### src/rtl/dcoc_consts.svh
// Offsets, field positions, time limits and timing for the call conditioner
`ifndef DCOC_CONSTS_SVH
`define DCOC_CONSTS_SVH
`define DCOC_CLK_MHZ      200
`define DCOC_TICK_MS      100
`define DCOC_FPS          30
`define DCOC_TPM          (60000 / `DCOC_TICK_MS)
`define DCOC_IVL_M5       5
`define DCOC_IVL_M15      15
`define DCOC_IVL_M30      30
`define DCOC_IVL_M60      60
`define DCOC_TIME_W       8
`define DCOC_TIME_MIN     8'h01
`define DCOC_TIME_MAX     8'hFA
`define DCOC_CH_W         3
`define DCOC_CNT_W        16
`define DCOC_CFG_W        16
`define DCOC_A_CTRL       12'h000
`define DCOC_A_ZEN        12'h004
`define DCOC_A_ZBIKE      12'h008
`define DCOC_A_COMB       12'h00C
`define DCOC_A_OEN        12'h010
`define DCOC_A_STAT       12'h014
`define DCOC_A_CALL       12'h018
`define DCOC_A_SCFG       12'h01C
`define DCOC_A_ZMAP       12'h040
`define DCOC_A_CCFG       12'h100
`define DCOC_A_VCNT       12'h200
`define DCOC_A_OCC        12'h220
`define DCOC_A_BCNT       12'h240
`define DCOC_CTRL_EDIT    0
`define DCOC_CTRL_EZONE   8
`define DCOC_CTRL_SAVED   31
`define DCOC_ZM_CH        0
`define DCOC_ZM_EXT       8
`define DCOC_CC_MODE      0
`define DCOC_CC_REC       2
`define DCOC_CC_TIME      8
`endif

### src/rtl/dcoc_pkg.sv
// Types shared by the call conditioner modules
package dcoc_pkg;
   typedef enum logic [1:0] {
      DCOC_MODE_PRES  = 2'h0,
      DCOC_MODE_PULSE = 2'h1,
      DCOC_MODE_EXT   = 2'h2,
      DCOC_MODE_DLY   = 2'h3
   } dcoc_mode_e;
   typedef enum logic [1:0] {
      DCOC_REC_CONST = 2'h0,
      DCOC_REC_MIN   = 2'h1,
      DCOC_REC_FIXED = 2'h2
   } dcoc_recall_e;
   typedef enum logic [2:0] {
      DCOC_IVL_5     = 3'h0,
      DCOC_IVL_15    = 3'h1,
      DCOC_IVL_30    = 3'h2,
      DCOC_IVL_60    = 3'h3,
      DCOC_IVL_CYCLE = 3'h4
   } dcoc_ivl_e;
endpackage

### src/rtl/dcoc_chan.sv
// One call conditioner: mode timing, recall and forced call
`include "dcoc_consts.svh"
`timescale 1ns/100ps
module dcoc_chan #(
   parameter int TW = `DCOC_TIME_W
) (
   input  wire logic                   clk_i,
   input  wire logic                   arst_n_i,
   input  wire logic                   tick_i,
   input  wire logic                   pres_i,
   input  wire dcoc_pkg::dcoc_mode_e   mode_i,
   input  wire logic [TW-1:0]          time_i,
   input  wire logic                   recall_i,
   input  wire dcoc_pkg::dcoc_recall_e recall_sel_i,
   input  wire logic                   const_i,
   output logic                        call_o
);
   typedef struct packed {
      logic [TW-1:0] cnt;
      logic [TW+1:0] cfg;
      logic          pres;
      logic          rec;
      logic          call;
   } dcoc_chan_s;

   dcoc_chan_s    s_r;
   dcoc_chan_s    s_nxt;
   logic [TW-1:0] tlim;
   logic [TW-1:0] dcnt;
   logic          cfg_chg;
   logic          quiet;

   always_comb begin
      tlim = time_i;
      if (time_i < TW'(`DCOC_TIME_MIN)) tlim = TW'(`DCOC_TIME_MIN);
      else if (time_i > TW'(`DCOC_TIME_MAX)) tlim = TW'(`DCOC_TIME_MAX);
      dcnt    = (tick_i && s_r.cnt != '0) ? s_r.cnt - TW'(1) : s_r.cnt;
      cfg_chg = ({mode_i, time_i} != s_r.cfg);
      quiet   = !cfg_chg && !const_i && !recall_i && !s_r.rec;
      s_nxt      = s_r;
      s_nxt.pres = pres_i;
      s_nxt.rec  = recall_i;
      s_nxt.cfg  = {mode_i, time_i};
      s_nxt.cnt  = dcnt;
      if (cfg_chg) begin
         s_nxt.cnt  = '0;
         s_nxt.call = 1'b0;
         s_nxt.rec  = 1'b0; // Recall met by a reload starts afresh
      end else if (const_i) begin
         s_nxt.cnt  = '0;
         s_nxt.call = 1'b1;
      end else if (recall_i) begin
         if (!s_r.rec) begin
            s_nxt.cnt  = tlim;
            s_nxt.call = 1'b1;
         end else begin
            case (recall_sel_i)
               dcoc_pkg::DCOC_REC_MIN: s_nxt.call = (dcnt != '0);
               dcoc_pkg::DCOC_REC_FIXED: begin
                  if (tick_i && s_r.cnt == TW'(1)) begin
                     s_nxt.cnt  = tlim;
                     s_nxt.call = !s_r.call;
                  end
               end
               default: s_nxt.call = 1'b1;
            endcase
         end
      end else if (s_r.rec) begin
         s_nxt.cnt  = '0;
         s_nxt.call = 1'b0;
      end else begin
         case (mode_i)
            dcoc_pkg::DCOC_MODE_PULSE: begin
               if (pres_i && !s_r.pres) s_nxt.cnt = tlim;
               s_nxt.call = (s_nxt.cnt != '0);
            end
            dcoc_pkg::DCOC_MODE_EXT: begin
               if (pres_i) s_nxt.cnt = tlim;
               s_nxt.call = pres_i || (dcnt != '0);
            end
            dcoc_pkg::DCOC_MODE_DLY: begin
               if (!pres_i) s_nxt.cnt = '0;
               else if (tick_i && s_r.cnt != tlim) s_nxt.cnt = s_r.cnt + TW'(1);
               else s_nxt.cnt = s_r.cnt;
               s_nxt.call = pres_i && (s_nxt.cnt == tlim);
            end
            default: begin
               s_nxt.cnt  = '0;
               s_nxt.call = pres_i;
            end
         endcase
      end
   end

   always_ff @(posedge clk_i or negedge arst_n_i) begin
      if (!arst_n_i) s_r <= '0;
      else s_r <= s_nxt;
   end

   assign call_o = s_r.call;

   chk_forced_call: assert property (@(posedge clk_i) disable iff (!arst_n_i)
      const_i && !cfg_chg |=> call_o) else $error("forced call not driven");
   chk_reload_clear: assert property (@(posedge clk_i) disable iff (!arst_n_i)
      cfg_chg |=> !call_o && s_r.cnt == '0) else $error("setting change did not reload");
   chk_presence_mode: assert property (@(posedge clk_i) disable iff (!arst_n_i)
      quiet && mode_i == dcoc_pkg::DCOC_MODE_PRES |=> call_o == $past(pres_i))
      else $error("presence call does not follow detection");
   chk_pulse_start: assert property (@(posedge clk_i) disable iff (!arst_n_i)
      quiet && mode_i == dcoc_pkg::DCOC_MODE_PULSE && pres_i && !s_r.pres |=> call_o)
      else $error("pulse not started at onset");
   chk_delay_off: assert property (@(posedge clk_i) disable iff (!arst_n_i)
      quiet && mode_i == dcoc_pkg::DCOC_MODE_DLY && !pres_i |=> !call_o)
      else $error("delay call without presence");
   chk_extend_hold: assert property (@(posedge clk_i) disable iff (!arst_n_i)
      (quiet && mode_i == dcoc_pkg::DCOC_MODE_EXT && pres_i) ##1
      (quiet && mode_i == dcoc_pkg::DCOC_MODE_EXT && !pres_i && !tick_i) |=> call_o)
      else $error("extension dropped early");
   chk_recall_const: assert property (@(posedge clk_i) disable iff (!arst_n_i)
      recall_i && s_r.rec && !const_i && !cfg_chg &&
      recall_sel_i == dcoc_pkg::DCOC_REC_CONST |=> call_o)
      else $error("constant recall not held");
endmodule // dcoc_chan

### src/rtl/dcoc_top.sv
// Detector call output conditioner with APB register access
//
// Notes on behaviour
// - Interference, poor visibility, power loss: safe call
// - Low visibility: defined zones constant call, auto-resume
// - Separate-processor build: at least 24 zones
// - Integrated build: at least 8 zones
// - Zones per output OR by default, AND selectable
// - Bicycle zones call only for bicycles, own channel
// - Each bicycle zone has its own extension
// - Six bicycle count zones binned per interval
// - Detecting zone raises overlay indication
// - Other zones keep working during zone edit
// - Outputs of edited zone hold constant call
// - Zones detect only configured travel direction
// - Video processed at 30 frames per second
// - Video loss: per-output selected recall behaviour
// - Background learning: every enabled output constant call
// - Output mode presence, pulse, extend or delay
// - Times 0.1 to 25.0 s, 0.1 s steps
// - Six statistics zones counted and stored
// - Interval 5, 15, 30, 60 min or cycle
// - Configuration changes raise a save request for non-volatile storage
`include "dcoc_consts.svh"
`timescale 1ns/100ps
module dcoc_top #(
   parameter int NZONE     = 24,
   parameter int NOUT      = 8,
   parameter int NSTAT     = 6,
   parameter int TICK_CYC  = `DCOC_TICK_MS * 1000 * `DCOC_CLK_MHZ,
   parameter int FRAME_CYC = `DCOC_CLK_MHZ * 1000000 / `DCOC_FPS
) (
   input  wire logic             CLK_SYS_I,
   input  wire logic             ARST_N_I,
   input  wire logic             PSEL_I,
   input  wire logic             PENABLE_I,
   input  wire logic             PWRITE_I,
   input  wire logic [11:0]      PADDR_I,
   input  wire logic [31:0]      PWDATA_I,
   output logic      [31:0]      PRDATA_O,
   output logic                  PREADY_O,
   output logic                  PSLVERR_O,
   input  wire logic [NZONE-1:0] ZONE_DET_I,
   input  wire logic [NZONE-1:0] ZONE_DIR_OK_I,
   input  wire logic [NZONE-1:0] ZONE_BIKE_CLS_I,
   input  wire logic [NSTAT-1:0] BIKE_CNT_DET_I,
   input  wire logic             VIDEO_OK_I,
   input  wire logic             VIDEO_INTERF_I,
   input  wire logic             POWER_FAIL_I,
   input  wire logic             LOW_VIS_I,
   input  wire logic             LEARN_I,
   input  wire logic             CYCLE_END_I,
   output logic      [NOUT-1:0]  CALL_O,
   output logic      [NZONE-1:0] ZONE_IND_O,
   output logic                  CFG_SAVE_REQ_O
);
   localparam int ZW  = $clog2(NZONE);
   localparam int TCW = $clog2(TICK_CYC + 1);
   localparam int FCW = $clog2(FRAME_CYC + 1);
   localparam int CW  = `DCOC_CNT_W;
   localparam int GW  = `DCOC_CFG_W;
   localparam int TW  = `DCOC_TIME_W;

   typedef struct packed {
      logic                      edit;
      logic [ZW-1:0]             ezone;
      logic [NZONE-1:0]          zen;
      logic [NZONE-1:0]          zbike;
      logic [NZONE-1:0]          det;
      logic [NOUT-1:0]           comb_and;
      logic [NOUT-1:0]           oen;
      dcoc_pkg::dcoc_ivl_e       ssel;
      logic [NZONE-1:0][GW-1:0]  zmap;
      logic [NOUT-1:0][GW-1:0]   ccfg;
      logic [TCW-1:0]            tick_cnt;
      logic                      tick;
      logic [FCW-1:0]            fr_cnt;
      logic [CW-1:0]             ival;
      logic [NSTAT-1:0][CW-1:0]  vcnt;
      logic [NSTAT-1:0][CW-1:0]  occ;
      logic [NSTAT-1:0][CW-1:0]  bcnt;
      logic [NSTAT-1:0][CW-1:0]  vsav;
      logic [NSTAT-1:0][CW-1:0]  osav;
      logic [NSTAT-1:0][CW-1:0]  bsav;
      logic [NSTAT-1:0]          bdet;
      logic                      dirty;
      logic                      ready;
      logic                      err;
      logic [31:0]               rdata;
   } dcoc_top_s;

   dcoc_top_s                s_r;
   dcoc_top_s                s_nxt;
   logic                     access;
   logic                     hit;
   logic [31:0]              rd;
   logic [NZONE-1:0]         hit_now;
   logic [NZONE-1:0]         zone_call;
   logic [NZONE-1:0]         zone_ext;
   logic [NZONE-1:0][TW-1:0] zone_time;
   logic [NOUT-1:0]          ch_pres;
   logic [NOUT-1:0]          ch_const;
   logic [NOUT-1:0]          ch_rec;
   logic [NOUT-1:0]          ch_def;
   logic [NOUT-1:0]          ch_edit;
   logic [NOUT-1:0]          lv_mask;
   logic [NOUT-1:0]          ed_mask;
   logic [NOUT-1:0][NZONE-1:0] zmask;
   logic                     vid_fail;
   logic                     frame;
   logic                     ivl_end;
   logic [CW-1:0]            ivl_lim;
   logic [NZONE-1:0]         vrise;
   logic [NSTAT-1:0]         brise;
   logic [31:0]              status;

   always_comb begin
      s_nxt  = s_r;
      access = PSEL_I && PENABLE_I;
      // Timebase and frame pacing
      s_nxt.tick = 1'b0;
      if (s_r.tick_cnt == '0) begin
         s_nxt.tick_cnt = TCW'(TICK_CYC - 1);
         s_nxt.tick     = 1'b1;
      end else begin
         s_nxt.tick_cnt = s_r.tick_cnt - TCW'(1);
      end
      frame = (s_r.fr_cnt == '0);
      s_nxt.fr_cnt = frame ? FCW'(FRAME_CYC - 1) : s_r.fr_cnt - FCW'(1);
      // Zone qualification, sampled once per frame
      for (int z = 0; z < NZONE; z++) begin
         hit_now[z] = s_r.zen[z] && ZONE_DET_I[z] && ZONE_DIR_OK_I[z] &&
                      (!s_r.zbike[z] || ZONE_BIKE_CLS_I[z]);
         vrise[z]   = hit_now[z] && !s_r.det[z];
         zone_ext[z]  = s_r.zbike[z] && (s_r.zmap[z][`DCOC_ZM_EXT +: TW] != '0);
         zone_time[z] = s_r.zmap[z][`DCOC_ZM_EXT +: TW];
      end
      if (frame) s_nxt.det = hit_now;
      // Zone to output mapping and combination
      vid_fail = !VIDEO_OK_I || VIDEO_INTERF_I || POWER_FAIL_I;
      for (int c = 0; c < NOUT; c++) begin
         for (int z = 0; z < NZONE; z++) begin
            zmask[c][z] = s_r.zen[z] &&
                          (s_r.zmap[z][`DCOC_ZM_CH +: `DCOC_CH_W] == `DCOC_CH_W'(c));
         end
         ch_def[c]  = |zmask[c];
         ch_pres[c] = s_r.comb_and[c] ? (ch_def[c] && &(zone_call | ~zmask[c]))
                                      : |(zone_call & zmask[c]);
         ch_edit[c] = s_r.edit && (32'(s_r.ezone) < NZONE) &&
                      (s_r.zmap[s_r.ezone][`DCOC_ZM_CH +: `DCOC_CH_W] == `DCOC_CH_W'(c));
         ch_const[c] = s_r.oen[c] && (LEARN_I ||
                       (LOW_VIS_I && ch_def[c]) || ch_edit[c]);
         ch_rec[c]   = s_r.oen[c] && vid_fail;
         ch_pres[c]  = ch_pres[c] && s_r.oen[c];
      end
      lv_mask = ch_def & s_r.oen;
      ed_mask = ch_edit & s_r.oen;
      // Statistics binning
      case (s_r.ssel)
         dcoc_pkg::DCOC_IVL_5:  ivl_lim = CW'(`DCOC_IVL_M5 * `DCOC_TPM);
         dcoc_pkg::DCOC_IVL_15: ivl_lim = CW'(`DCOC_IVL_M15 * `DCOC_TPM);
         dcoc_pkg::DCOC_IVL_30: ivl_lim = CW'(`DCOC_IVL_M30 * `DCOC_TPM);
         dcoc_pkg::DCOC_IVL_60: ivl_lim = CW'(`DCOC_IVL_M60 * `DCOC_TPM);
         default:               ivl_lim = '1;
      endcase
      if (s_r.ssel == dcoc_pkg::DCOC_IVL_CYCLE) begin
         ivl_end = CYCLE_END_I;
      end else begin
         ivl_end = s_r.tick && (s_r.ival >= ivl_lim - CW'(1));
      end
      if (ivl_end) s_nxt.ival = '0;
      else if (s_r.tick) s_nxt.ival = s_r.ival + CW'(1);
      for (int i = 0; i < NSTAT; i++) begin
         brise[i] = BIKE_CNT_DET_I[i] && !s_r.bdet[i];
         if (frame) begin
            s_nxt.bdet[i] = BIKE_CNT_DET_I[i];
            if (vrise[i]) s_nxt.vcnt[i] = s_r.vcnt[i] + CW'(1);
            if (hit_now[i]) s_nxt.occ[i] = s_r.occ[i] + CW'(1);
            if (brise[i]) s_nxt.bcnt[i] = s_r.bcnt[i] + CW'(1);
         end
         if (ivl_end) begin
            s_nxt.vsav[i] = s_nxt.vcnt[i];
            s_nxt.osav[i] = s_nxt.occ[i];
            s_nxt.bsav[i] = s_nxt.bcnt[i];
            s_nxt.vcnt[i] = '0;
            s_nxt.occ[i]  = '0;
            s_nxt.bcnt[i] = '0;
         end
      end
      // Register read decode
      status = '0;
      status[0] = LEARN_I;
      status[1] = LOW_VIS_I;
      status[2] = VIDEO_OK_I;
      status[3] = VIDEO_INTERF_I;
      status[4] = POWER_FAIL_I;
      status[5] = s_r.edit;
      status[6] = s_r.dirty;
      hit = 1'b1;
      rd  = '0;
      case (PADDR_I)
         `DCOC_A_CTRL: begin
            rd[`DCOC_CTRL_EDIT]       = s_r.edit;
            rd[`DCOC_CTRL_EZONE +: ZW] = s_r.ezone;
         end
         `DCOC_A_ZEN:   rd[NZONE-1:0] = s_r.zen;
         `DCOC_A_ZBIKE: rd[NZONE-1:0] = s_r.zbike;
         `DCOC_A_COMB:  rd[NOUT-1:0]  = s_r.comb_and;
         `DCOC_A_OEN:   rd[NOUT-1:0]  = s_r.oen;
         `DCOC_A_STAT:  rd            = status;
         `DCOC_A_CALL:  rd[NOUT-1:0]  = CALL_O;
         `DCOC_A_SCFG:  rd[2:0]       = s_r.ssel;
         default:       hit           = 1'b0;
      endcase
      for (int z = 0; z < NZONE; z++) begin
         if (PADDR_I == `DCOC_A_ZMAP + 12'(4 * z)) begin
            hit = 1'b1;
            rd  = {16'h0000, s_r.zmap[z]};
         end
      end
      for (int c = 0; c < NOUT; c++) begin
         if (PADDR_I == `DCOC_A_CCFG + 12'(4 * c)) begin
            hit = 1'b1;
            rd  = {16'h0000, s_r.ccfg[c]};
         end
      end
      for (int i = 0; i < NSTAT; i++) begin
         if (PADDR_I == `DCOC_A_VCNT + 12'(4 * i)) begin
            hit = 1'b1;
            rd  = {16'h0000, s_r.vsav[i]};
         end
         if (PADDR_I == `DCOC_A_OCC + 12'(4 * i)) begin
            hit = 1'b1;
            rd  = {16'h0000, s_r.osav[i]};
         end
         if (PADDR_I == `DCOC_A_BCNT + 12'(4 * i)) begin
            hit = 1'b1;
            rd  = {16'h0000, s_r.bsav[i]};
         end
      end
      // One wait state, then the access completes
      if (access && !s_r.ready) begin
         s_nxt.ready = 1'b1;
         s_nxt.err   = !hit;
         s_nxt.rdata = hit ? rd : 32'h00000000;
      end else begin
         s_nxt.ready = 1'b0;
         s_nxt.err   = 1'b0;
      end
      if (access && s_r.ready && PWRITE_I && hit) begin
         case (PADDR_I)
            `DCOC_A_CTRL: begin
               s_nxt.edit  = PWDATA_I[`DCOC_CTRL_EDIT];
               s_nxt.ezone = PWDATA_I[`DCOC_CTRL_EZONE +: ZW];
            end
            `DCOC_A_ZEN:   s_nxt.zen      = PWDATA_I[NZONE-1:0];
            `DCOC_A_ZBIKE: s_nxt.zbike    = PWDATA_I[NZONE-1:0];
            `DCOC_A_COMB:  s_nxt.comb_and = PWDATA_I[NOUT-1:0];
            `DCOC_A_OEN:   s_nxt.oen      = PWDATA_I[NOUT-1:0];
            `DCOC_A_SCFG:  s_nxt.ssel     = dcoc_pkg::dcoc_ivl_e'(PWDATA_I[2:0]);
            default:       s_nxt.ssel     = s_nxt.ssel;
         endcase
         for (int z = 0; z < NZONE; z++) begin
            if (PADDR_I == `DCOC_A_ZMAP + 12'(4 * z)) s_nxt.zmap[z] = PWDATA_I[GW-1:0];
         end
         for (int c = 0; c < NOUT; c++) begin
            if (PADDR_I == `DCOC_A_CCFG + 12'(4 * c)) s_nxt.ccfg[c] = PWDATA_I[GW-1:0];
         end
         // Save request: CTRL with saved bit acknowledges, other config writes raise
         if (PADDR_I == `DCOC_A_CTRL && PWDATA_I[`DCOC_CTRL_SAVED]) begin
            s_nxt.dirty = 1'b0;
         end else if (PADDR_I != `DCOC_A_STAT && PADDR_I != `DCOC_A_CALL &&
                      PADDR_I < `DCOC_A_VCNT) begin
            s_nxt.dirty = 1'b1;
         end
      end
   end

   always_ff @(posedge CLK_SYS_I or negedge ARST_N_I) begin
      if (!ARST_N_I) s_r <= '0;
      else s_r <= s_nxt;
   end

   assign PRDATA_O       = s_r.rdata;
   assign PREADY_O       = s_r.ready;
   assign PSLVERR_O      = s_r.err;
   assign ZONE_IND_O     = s_r.det;
   assign CFG_SAVE_REQ_O = s_r.dirty;

   // Per-zone stage: bicycle extension, plain presence otherwise
   for (genvar z = 0; z < NZONE; z++) begin : g_zone
      dcoc_chan #(
         .TW (TW)
      ) u_zone (
         .clk_i        (CLK_SYS_I),
         .arst_n_i     (ARST_N_I),
         .tick_i       (s_r.tick),
         .pres_i       (s_r.det[z]),
         .mode_i       (zone_ext[z] ? dcoc_pkg::DCOC_MODE_EXT : dcoc_pkg::DCOC_MODE_PRES),
         .time_i       (zone_time[z]),
         .recall_i     (1'b0),
         .recall_sel_i (dcoc_pkg::DCOC_REC_CONST),
         .const_i      (1'b0),
         .call_o       (zone_call[z])
      );
   end

   // Per-output stage
   for (genvar c = 0; c < NOUT; c++) begin : g_out
      dcoc_chan #(
         .TW (TW)
      ) u_out (
         .clk_i        (CLK_SYS_I),
         .arst_n_i     (ARST_N_I),
         .tick_i       (s_r.tick),
         .pres_i       (ch_pres[c]),
         .mode_i       (dcoc_pkg::dcoc_mode_e'(s_r.ccfg[c][`DCOC_CC_MODE +: 2])),
         .time_i       (s_r.ccfg[c][`DCOC_CC_TIME +: TW]),
         .recall_i     (ch_rec[c]),
         .recall_sel_i (dcoc_pkg::dcoc_recall_e'(s_r.ccfg[c][`DCOC_CC_REC +: 2])),
         .const_i      (ch_const[c]),
         .call_o       (CALL_O[c])
      );
   end

   chk_learn_call: assert property (@(posedge CLK_SYS_I) disable iff (!ARST_N_I)
      LEARN_I && $stable(s_r.ccfg) |=> (CALL_O & $past(s_r.oen)) == $past(s_r.oen))
      else $error("learning period without constant call");
   chk_low_vis: assert property (@(posedge CLK_SYS_I) disable iff (!ARST_N_I)
      LOW_VIS_I && $stable(s_r.ccfg) |=> (CALL_O & $past(lv_mask)) == $past(lv_mask))
      else $error("low visibility without constant call");
   chk_edit_hold: assert property (@(posedge CLK_SYS_I) disable iff (!ARST_N_I)
      s_r.edit && $stable(s_r.ccfg) |=> (CALL_O & $past(ed_mask)) == $past(ed_mask))
      else $error("edited zone output not held");
   chk_apb_answer: assert property (@(posedge CLK_SYS_I) disable iff (!ARST_N_I)
      PSEL_I && PENABLE_I && !PREADY_O |=> PREADY_O ##1 !PREADY_O)
      else $error("bus answer not after one wait");
   chk_bike_only: assert property (@(posedge CLK_SYS_I) disable iff (!ARST_N_I)
      frame |=> (ZONE_IND_O & $past(s_r.zbike) & ~$past(ZONE_BIKE_CLS_I)) == '0)
      else $error("bicycle zone detected a motor vehicle");
endmodule // dcoc_top

### config.mk
export PLATFORM = sky130hd
export DESIGN_NAME = dcoc_top
export DESIGN_NICKNAME = d
export VERILOG_FILES = /design/src/rtl/dcoc_pkg.sv /design/src/rtl/dcoc_chan.sv /design/src/rtl/dcoc_top.sv
export VERILOG_INCLUDE_DIRS = /design/src /design/src/rtl
export SDC_FILE = /design/constraint.sdc
export NUM_CORES = 2
export LEC_CHECK = 0
export ABC_AREA = 1
export BUFFER_PORTS_ARGS = -buffer_cell sky130_fd_sc_hd__clkbuf_2
export CORE_MARGIN = 5
export CORE_UTILIZATION = 30
export CTS_CLUSTER_DIAMETER = 30
export CTS_CLUSTER_SIZE = 14
export DETAILED_ROUTE_END_ITERATION = 16
export REMOVE_ABC_BUFFERS = 1
export SETUP_SLACK_MARGIN = 0.3
export SLEW_MARGIN = 20
export SYNTH_ARGS = -nofsm -noshare
export SYNTH_HDL_FRONTEND = slang
export SYNTH_SLANG_ARGS = --single-unit
### constraint.sdc
create_clock -name CLK_SYS_I -period 4.1 [get_ports CLK_SYS_I]
set_clock_uncertainty 0.2 [all_clocks]
set_input_delay 0.205 -clock CLK_SYS_I [delete_from_list [all_inputs] [get_ports CLK_SYS_I]]
set_output_delay 0.205 -clock CLK_SYS_I [all_outputs]
set_load 0.01 [all_outputs]
After elaboration in Yosys (flattened, before gate mapping)
Index checks and enable logic that the tools add are counted.
{"block": "classes", "add_sub_neg": 86, "multipliers": 0, "n_div": 0, "n_lt_le_gt_ge": 68, "eq_ne": 462, "shifts": 0, "mux": 837, "n_bitwise": 24, "reduce_logical": 862}
{"op": "8-bit 2-to-1 mux", "count": 480}
{"op": "32-bit 2-to-1 mux", "count": 50}
{"op": "8-bit nonzero test", "count": 120}
{"op": "16-bit 2-to-1 mux", "count": 56}
{"op": "8-bit case mux with 3 select lines", "count": 32}
{"op": "1-bit logical AND", "count": 494}
{"op": "24-bit OR reduction", "count": 16}
{"op": "10-bit != test", "count": 32}
{"op": "16-bit by 1-bit adder with 16-bit output (second input constant)", "count": 19}
{"op": "3-bit equality test (second input constant)", "count": 101}
{"op": "8-bit by 1-bit adder with 8-bit output (second input constant)", "count": 32}
{"op": "8-bit equality test", "count": 32}
{"op": "8-bit greater-than comparator (second input constant)", "count": 32}
{"op": "8-bit by 1-bit less-than comparator with 1-bit output (second input constant)", "count": 32}
{"op": "8-bit != test", "count": 32}
{"op": "8-bit by 1-bit subtractor with 8-bit output (second input constant)", "count": 32}
{"op": "12-bit by 10-bit equality test with 1-bit output (second input constant)", "count": 18}
{"op": "24-bit AND", "count": 8}
{"op": "12-bit by 7-bit equality test with 1-bit output (second input constant)", "count": 16}
{"op": "24-bit NOT", "count": 8}
{"op": "24-bit OR", "count": 8}
{"op": "24-bit AND reduction", "count": 8}
{"op": "3-bit by 2-bit equality test with 1-bit output (second input constant)", "count": 52}
{"op": "2-bit equality test (second input constant)", "count": 72}
{"op": "41 further kinds", "count": 557}
{"block": "totals", "reg_bits": 1939, "latch_bits": 0, "mem_bits_rw": 0, "romBits": 0, "in_bits": 133, "out_inout_bits": 67, "memories": 0}

Depth between registers and ports, before layout
{"block": "logic_depth", "depth_word": 55, "depth_mapped": 51, "depth_no_buf": 50}

Cells and area by module
A second synthesis with hierarchy kept.
{"block": "hier_totals", "hier_cells": 20043, "area_unflattened_um2": 139415.0}
{"mod": "dcoc_chan", "instances": 32, "cells_each": 351, "area_each_um2": 2272.2, "seq_area_each_um2": 525.5}
{"mod": "dcoc_top", "instances": 1, "cells_each": 8811, "area_each_um2": 66705.2, "seq_area_each_um2": 32105.8}

Least setup slack after synthesis
No wires, ideal clock.
{"block": "synth_timing", "path_kind": "register to register", "from": "reg s_r[633] in the netlist's numbering", "to": "reg s_r[248] in the netlist's numbering", "arrival_ns": 3.194, "required_ns": 3.771, "setup_slack_ns": 0.576, "stages_incl_launch_ff": 23, "period_less_slack_ns": 3.524, "path_cell_list": "dfrtp_1 -> inv_1 -> ha_1 -> inv_1 -> nor2_1 -> nand2_1 -> or2_1 -> nor2_1 -> nand3_1 -> nor3_1 -> inv_1 -> nor2_1 -> inv_2 -> nor2_1 -> nand2_1 -> nor4b_1 -> nand3_1 -> nor3_1 -> nand4_1 -> nor4_1 -> nand2_1 -> xor2_1 -> o21ai_1"}
{"block": "synth_via", "elab_chain_cells": 2}
{"item": "from (decl)", "line_no": "dcoc_top.sv:92", "rtl": "dcoc_top_s s_r;"}
{"item": "from (signal assigned)", "line_no": "dcoc_top.sv:281", "rtl": "else s_r <= s_nxt;"}
{"item": "23-bit logical NOT", "line_no": "dcoc_top.sv:128", "rtl": "frame = (s_r.fr_cnt == '0);"}
{"item": "16-bit 2-to-1 mux", "line_no": "dcoc_top.sv:175", "rtl": "if (frame) begin"}
No other way between the ends.
A chain may end at the register's enable or synchronous reset.

Worst setup path after layout
{"block": "layout_timing", "from": "reg s_r[1207] in the netlist's numbering", "to": "reg s_r, in the netlist PRDATA_O[2]"}
{"block": "layout_via", "elab_chain_cells": 52}
{"item": "2-bit case mux with 7 select lines", "line_no": "dcoc_top.sv:201", "rtl": "case (PADDR_I)"}
{"item": "24-bit 2-to-1 mux", "line_no": "dcoc_top.sv:216", "rtl": "if (PADDR_I == `DCOC_A_ZMAP + 12'(4 * z)) begin"}
{"item": "32-bit 2-to-1 mux (23 in series)", "line_no": "dcoc_top.sv:216"}
{"item": "32-bit 2-to-1 mux (8 in series)", "line_no": "dcoc_top.sv:222", "rtl": "if (PADDR_I == `DCOC_A_CCFG + 12'(4 * c)) begin"}
{"item": "32-bit 2-to-1 mux", "line_no": "dcoc_top.sv:228", "rtl": "if (PADDR_I == `DCOC_A_VCNT + 12'(4 * i)) begin"}
{"item": "32-bit 2-to-1 mux", "line_no": "dcoc_top.sv:232", "rtl": "if (PADDR_I == `DCOC_A_OCC + 12'(4 * i)) begin"}
{"item": "32-bit 2-to-1 mux", "line_no": "dcoc_top.sv:236", "rtl": "if (PADDR_I == `DCOC_A_BCNT + 12'(4 * i)) begin"}
{"item": "32-bit 2-to-1 mux", "line_no": "dcoc_top.sv:228"}
{"item": "[7 not listed]"}
{"item": "32-bit 2-to-1 mux", "line_no": "dcoc_top.sv:236"}
{"item": "32-bit 2-to-1 mux", "line_no": "dcoc_top.sv:228"}
{"item": "32-bit 2-to-1 mux", "line_no": "dcoc_top.sv:232"}
{"item": "32-bit 2-to-1 mux", "line_no": "dcoc_top.sv:236"}
{"item": "32-bit 2-to-1 mux", "line_no": "dcoc_top.sv:228"}
{"item": "32-bit 2-to-1 mux", "line_no": "dcoc_top.sv:232"}
{"item": "32-bit 2-to-1 mux", "line_no": "dcoc_top.sv:236"}
{"item": "32-bit 2-to-1 mux", "line_no": "dcoc_top.sv:245", "rtl": "s_nxt.rdata = hit ? rd : 32'h00000000;"}
No other way between the ends.

==> results.py <==
metrics = {
    "hold_path": {
        "hold_path.class": "primary input to register",
    },
    "yosys": {
        "avgSynthCellArea_um2": 7.799,
        "synth_edf_count": 0,
        "synth_seq_cells": 1883,
        "seq_area_frac_synth_pct": 45.75,
        "ys_top_cells_by_count": "2845 x nand2_1, 1883 x dfrtp_1, 1498 x inv_1, 1423 x o21ai_0, 1244 x nor2_1",
        "synth_top_area_share_pct": 45.75,
        "syn_area_um2": 103000,
        "yosys_warnings": 0,
        "synthArstFlopShare_pct": 100.0,
        "yosysMostFrequentCell": "nand2_1",
        "synth_area_leaders": "dfrtp_1 46%, nand2_1 10%, o21ai_0 6.9%, inv_1 5.5%, nor2_1 4.5%",
        "synth.distinct_cells": 73,
        "syn_inst": 13208,
        "synth_ff_type": "dfrtp_1",
        "yosysTopAreaCell": "dfrtp_1",
    },
    "clock_network": {
        "htree_num_levels": 5,
        "cts-root-buf": "clkbuf_16",
        "cts_sinks": 1883,
        "cts_buffers": 424,
        "cts_tree": "yes",
        "clock_latency_ps": 990,
        "clk_pin_slew_ps": 50,
        "clockBufferDepth": 4,
    },
    "drt": {
        "vias_per_cell": 5.046,
        "initialDrtViolationCount": 9760,
        "wl_mm": 408.1,
        "wl_per_cell_um": 20.45,
        "first_pass_iters": 8,
        "routed-via-count": 100721,
        "ant_nets": 0,
        "drc": 0,
    },
    "global_routing": {
        "grt_pass1_vias": 97734,
        "track_usage_pct": 22.06,
        "antenna_found_initial": 24,
        "grt_max_degree": 148,
        "grt_pass1_wl_mm": 608.3,
        "grt.overflow.total": 0,
    },
    "sta": {
        "tightestPinTransition_ps": 1193,
        "fin_crit_sh_pct": 113.4,
        "maxClockFrequency_mhz": 215.2,
        "hold_violations": 2,
        "setup_violations": 8,
        "max_slew_margin_pct": 20.44,
        "holdWs_ps": -16.40,
        "setup_ws_ps": -547.8,
        "drv_slew": 0,
        "min_period_ps": 4648,
        "rsz0062_at_grt": "true",
    },
    "power_and_ir_drop": {
        "powerDensity_nw_per_um2": 389.7,
        "ir_drop_v": 0.0003500,
        "static-leakage-power_nw": 65.53,
    },
    "cells_and_area": {
        "fin_nets": 15292,
        "postLayoutCellArea_um2": 142100,
        "fill_cells": 33963,
        "drive_above_1_share_pct": 23.96,
        "fin_cells": 19959,
        "area.growth.synth_to_final_pct": 37.92,
    },
    "floorplanning": {
        "io_pins": 200,
        "core_um2": 342400,
        "num_rows": 215,
        "start_util_pct": 30.08,
        "die_x_um": 596.0,
        "dieArea_um2": 355200,
        "die_height_um": 596.0,
    },
    "outcome": {
        "status": "finished with violations",
        "violations": "hold timing, setup timing",
    },
    "worst_setup_path": {
        "path_max_fanout": 2,
        "crit_path_max_incr_delay_ps": 370,
        "end_kind": "register",
        "start_kind": "register",
        "slowest_stage": "dfrtp_1",
        "crit_path_frequent_cell": "nand2_1",
        "worstPathRequired_ps": 4750,
        "crit_arrival_ps": 5300,
        "critical_path_class": "register to register",
    },
    "place": {
        "dp_cells": 18845,
        "io_buffer_count": 184,
        "gp_congestion": 1.020,
        "placed_cell_area_um2": 119400,
        "dp_hpwl_mm": 301.0,
    },
    "run": {
        "maxCapViolCount": 0,
    },
}
-- logic make-up (layout without fill, tap and decap cells) --
family / Yosys count / after routing / share of synthesized area, %
compound gates: 2723 / 2723 / 14.88
xor+xnor: 722 / 722 / 6.139
fa+ha+maj: 131 / 131 / 1.591
buf+inv: 2129 / 4304 / 8.091
flops: 1883 / 1883 / 45.75
mux: 23 / 23 / 0.2235
other cells: 1 / 20 / 0.003641
simple gates: 5596 / 5596 / 23.32
-- worst max-delay path, delay by kind of cell (launching register included) --
kind,cells,cell delay [ps]
buffers and inverters,1,210
AND/OR/NAND/NOR,31,3070
flip-flops,1,370
AO/OA/AOI/OAI,4,690
-- layer usage --
metal,vias to the layer above,routed length [um],global-route usage (%)
li1,47528,-,-
met1,48639,173300,29.15
met2,3670,184200,35.28
met3,876,27250,3.294
met4,8,23320,10.99
met5,-,49,0
-- registers in the layout (all words and copies together), names as in the netlist --
| signal | count |
|---|---|
| g_zone.u_zone.s_r | 408 |
| PREADY_O | 1 |
| CFG_SAVE_REQ_O | 1 |
| g_zone.u_zone.call_o | 24 |
| g_out.u_out.call_o | 8 |
| ZONE_IND_O | 24 |
| g_out.u_out.s_r | 160 |
| PSLVERR_O | 1 |
| s_r | 1232 |
| PRDATA_O | 24 |
-- worst paths after layout --
| check | from | to | slack, ps | cells past startpoint |
|---|---|---|---|---|
| worst max-delay path | s_r[1207] | PRDATA_O[2] | -550 | 36 |
| worst min-delay path | ZONE_DET_I[1] | s_r[443] | -20 | 7 |
| worst max register to register | s_r[1207] | PRDATA_O[2] | -550 | 36 |
| worst min register to register | s_r[1129] | g_zone[19].u_zone.s_r[10] | 210 | 0 |
| max in group asynchronous | ARST_N_I | g_out[0].u_out.s_r[13] | 2070 | 6 |
| min in group asynchronous | ARST_N_I | s_r[411] | 340 | 4 |
-- repair_timing --
item | in CTS | in global routing
resized for setup | 713 | 557
setup buffers | 80 | 77
pin swaps | 287 | 393
gates cloned | 6 | 12
hold buffers | 139 | 0
setup endpoints to repair | 463 | 1073
hold endpoints to repair | 2404 | 0
-- cells in the final DEF (no fill, tap or decap), drive strengths merged, types with 332 or more instances in the layout --
| cell | synthesis | layout |
|---|---|---|
| a21oi | 561 | 561 |
| buf | 142 | 1621 |
| clkbuf | 421 | 704 |
| dfrtp | 1883 | 1883 |
| inv | 1541 | 1587 |
| nand2 | 2860 | 2860 |
| nand3 | 419 | 419 |
| nand4 | 342 | 342 |
| nor2 | 1264 | 1264 |
| nor3 | 332 | 332 |
| o21ai | 1479 | 1479 |
| xor2 | 482 | 482 |
-- report_power, final --
part	internal [mW]	leakage, nW	switching [mW]
Combinational	0.214	32.4	0.766
Clock	24.0	7.37	11.8
Sequential	18.6	25.8	0.0117
-- through the flow --
stage | setup slack (ps) | total power [mW] | hold slack (ps) | utilization, % | setup TNS [ps]
floorplan | -12590 | 19.06 | -290.6 | - | -4571300
global placement | -1293 | 19.85 | -6.258 | 34.87 | -300790
detailed placement | -1267 | 19.85 | -6.070 | 34.87 | -334500
CTS | -511.0 | 55.83 | 2.026 | 40.67 | -2674
global route | -706.3 | 56.97 | 37.50 | 41.48 | -4218
finish | -547.8 | 55.36 | -16.40 | 41.48 | -1798
-- layout make-up --
class	count	area, um^2	area share, %
Antenna cell	12	30.03	0.02114
Clock buffer	516	11470	8.074
Clock inverter	272	3781	2.662
Inverter	1566	6012	4.232
Multi-Input combinational cell	9203	51510	36.26
Sequential cell	1883	47150	33.19
Tap cell	4557	5702	4.013
Timing Repair Buffer	1948	16390	11.54
Timing Repair inverter	2	16.27	0.01145
Note: power is estimated with default switching activity, not from simulation.
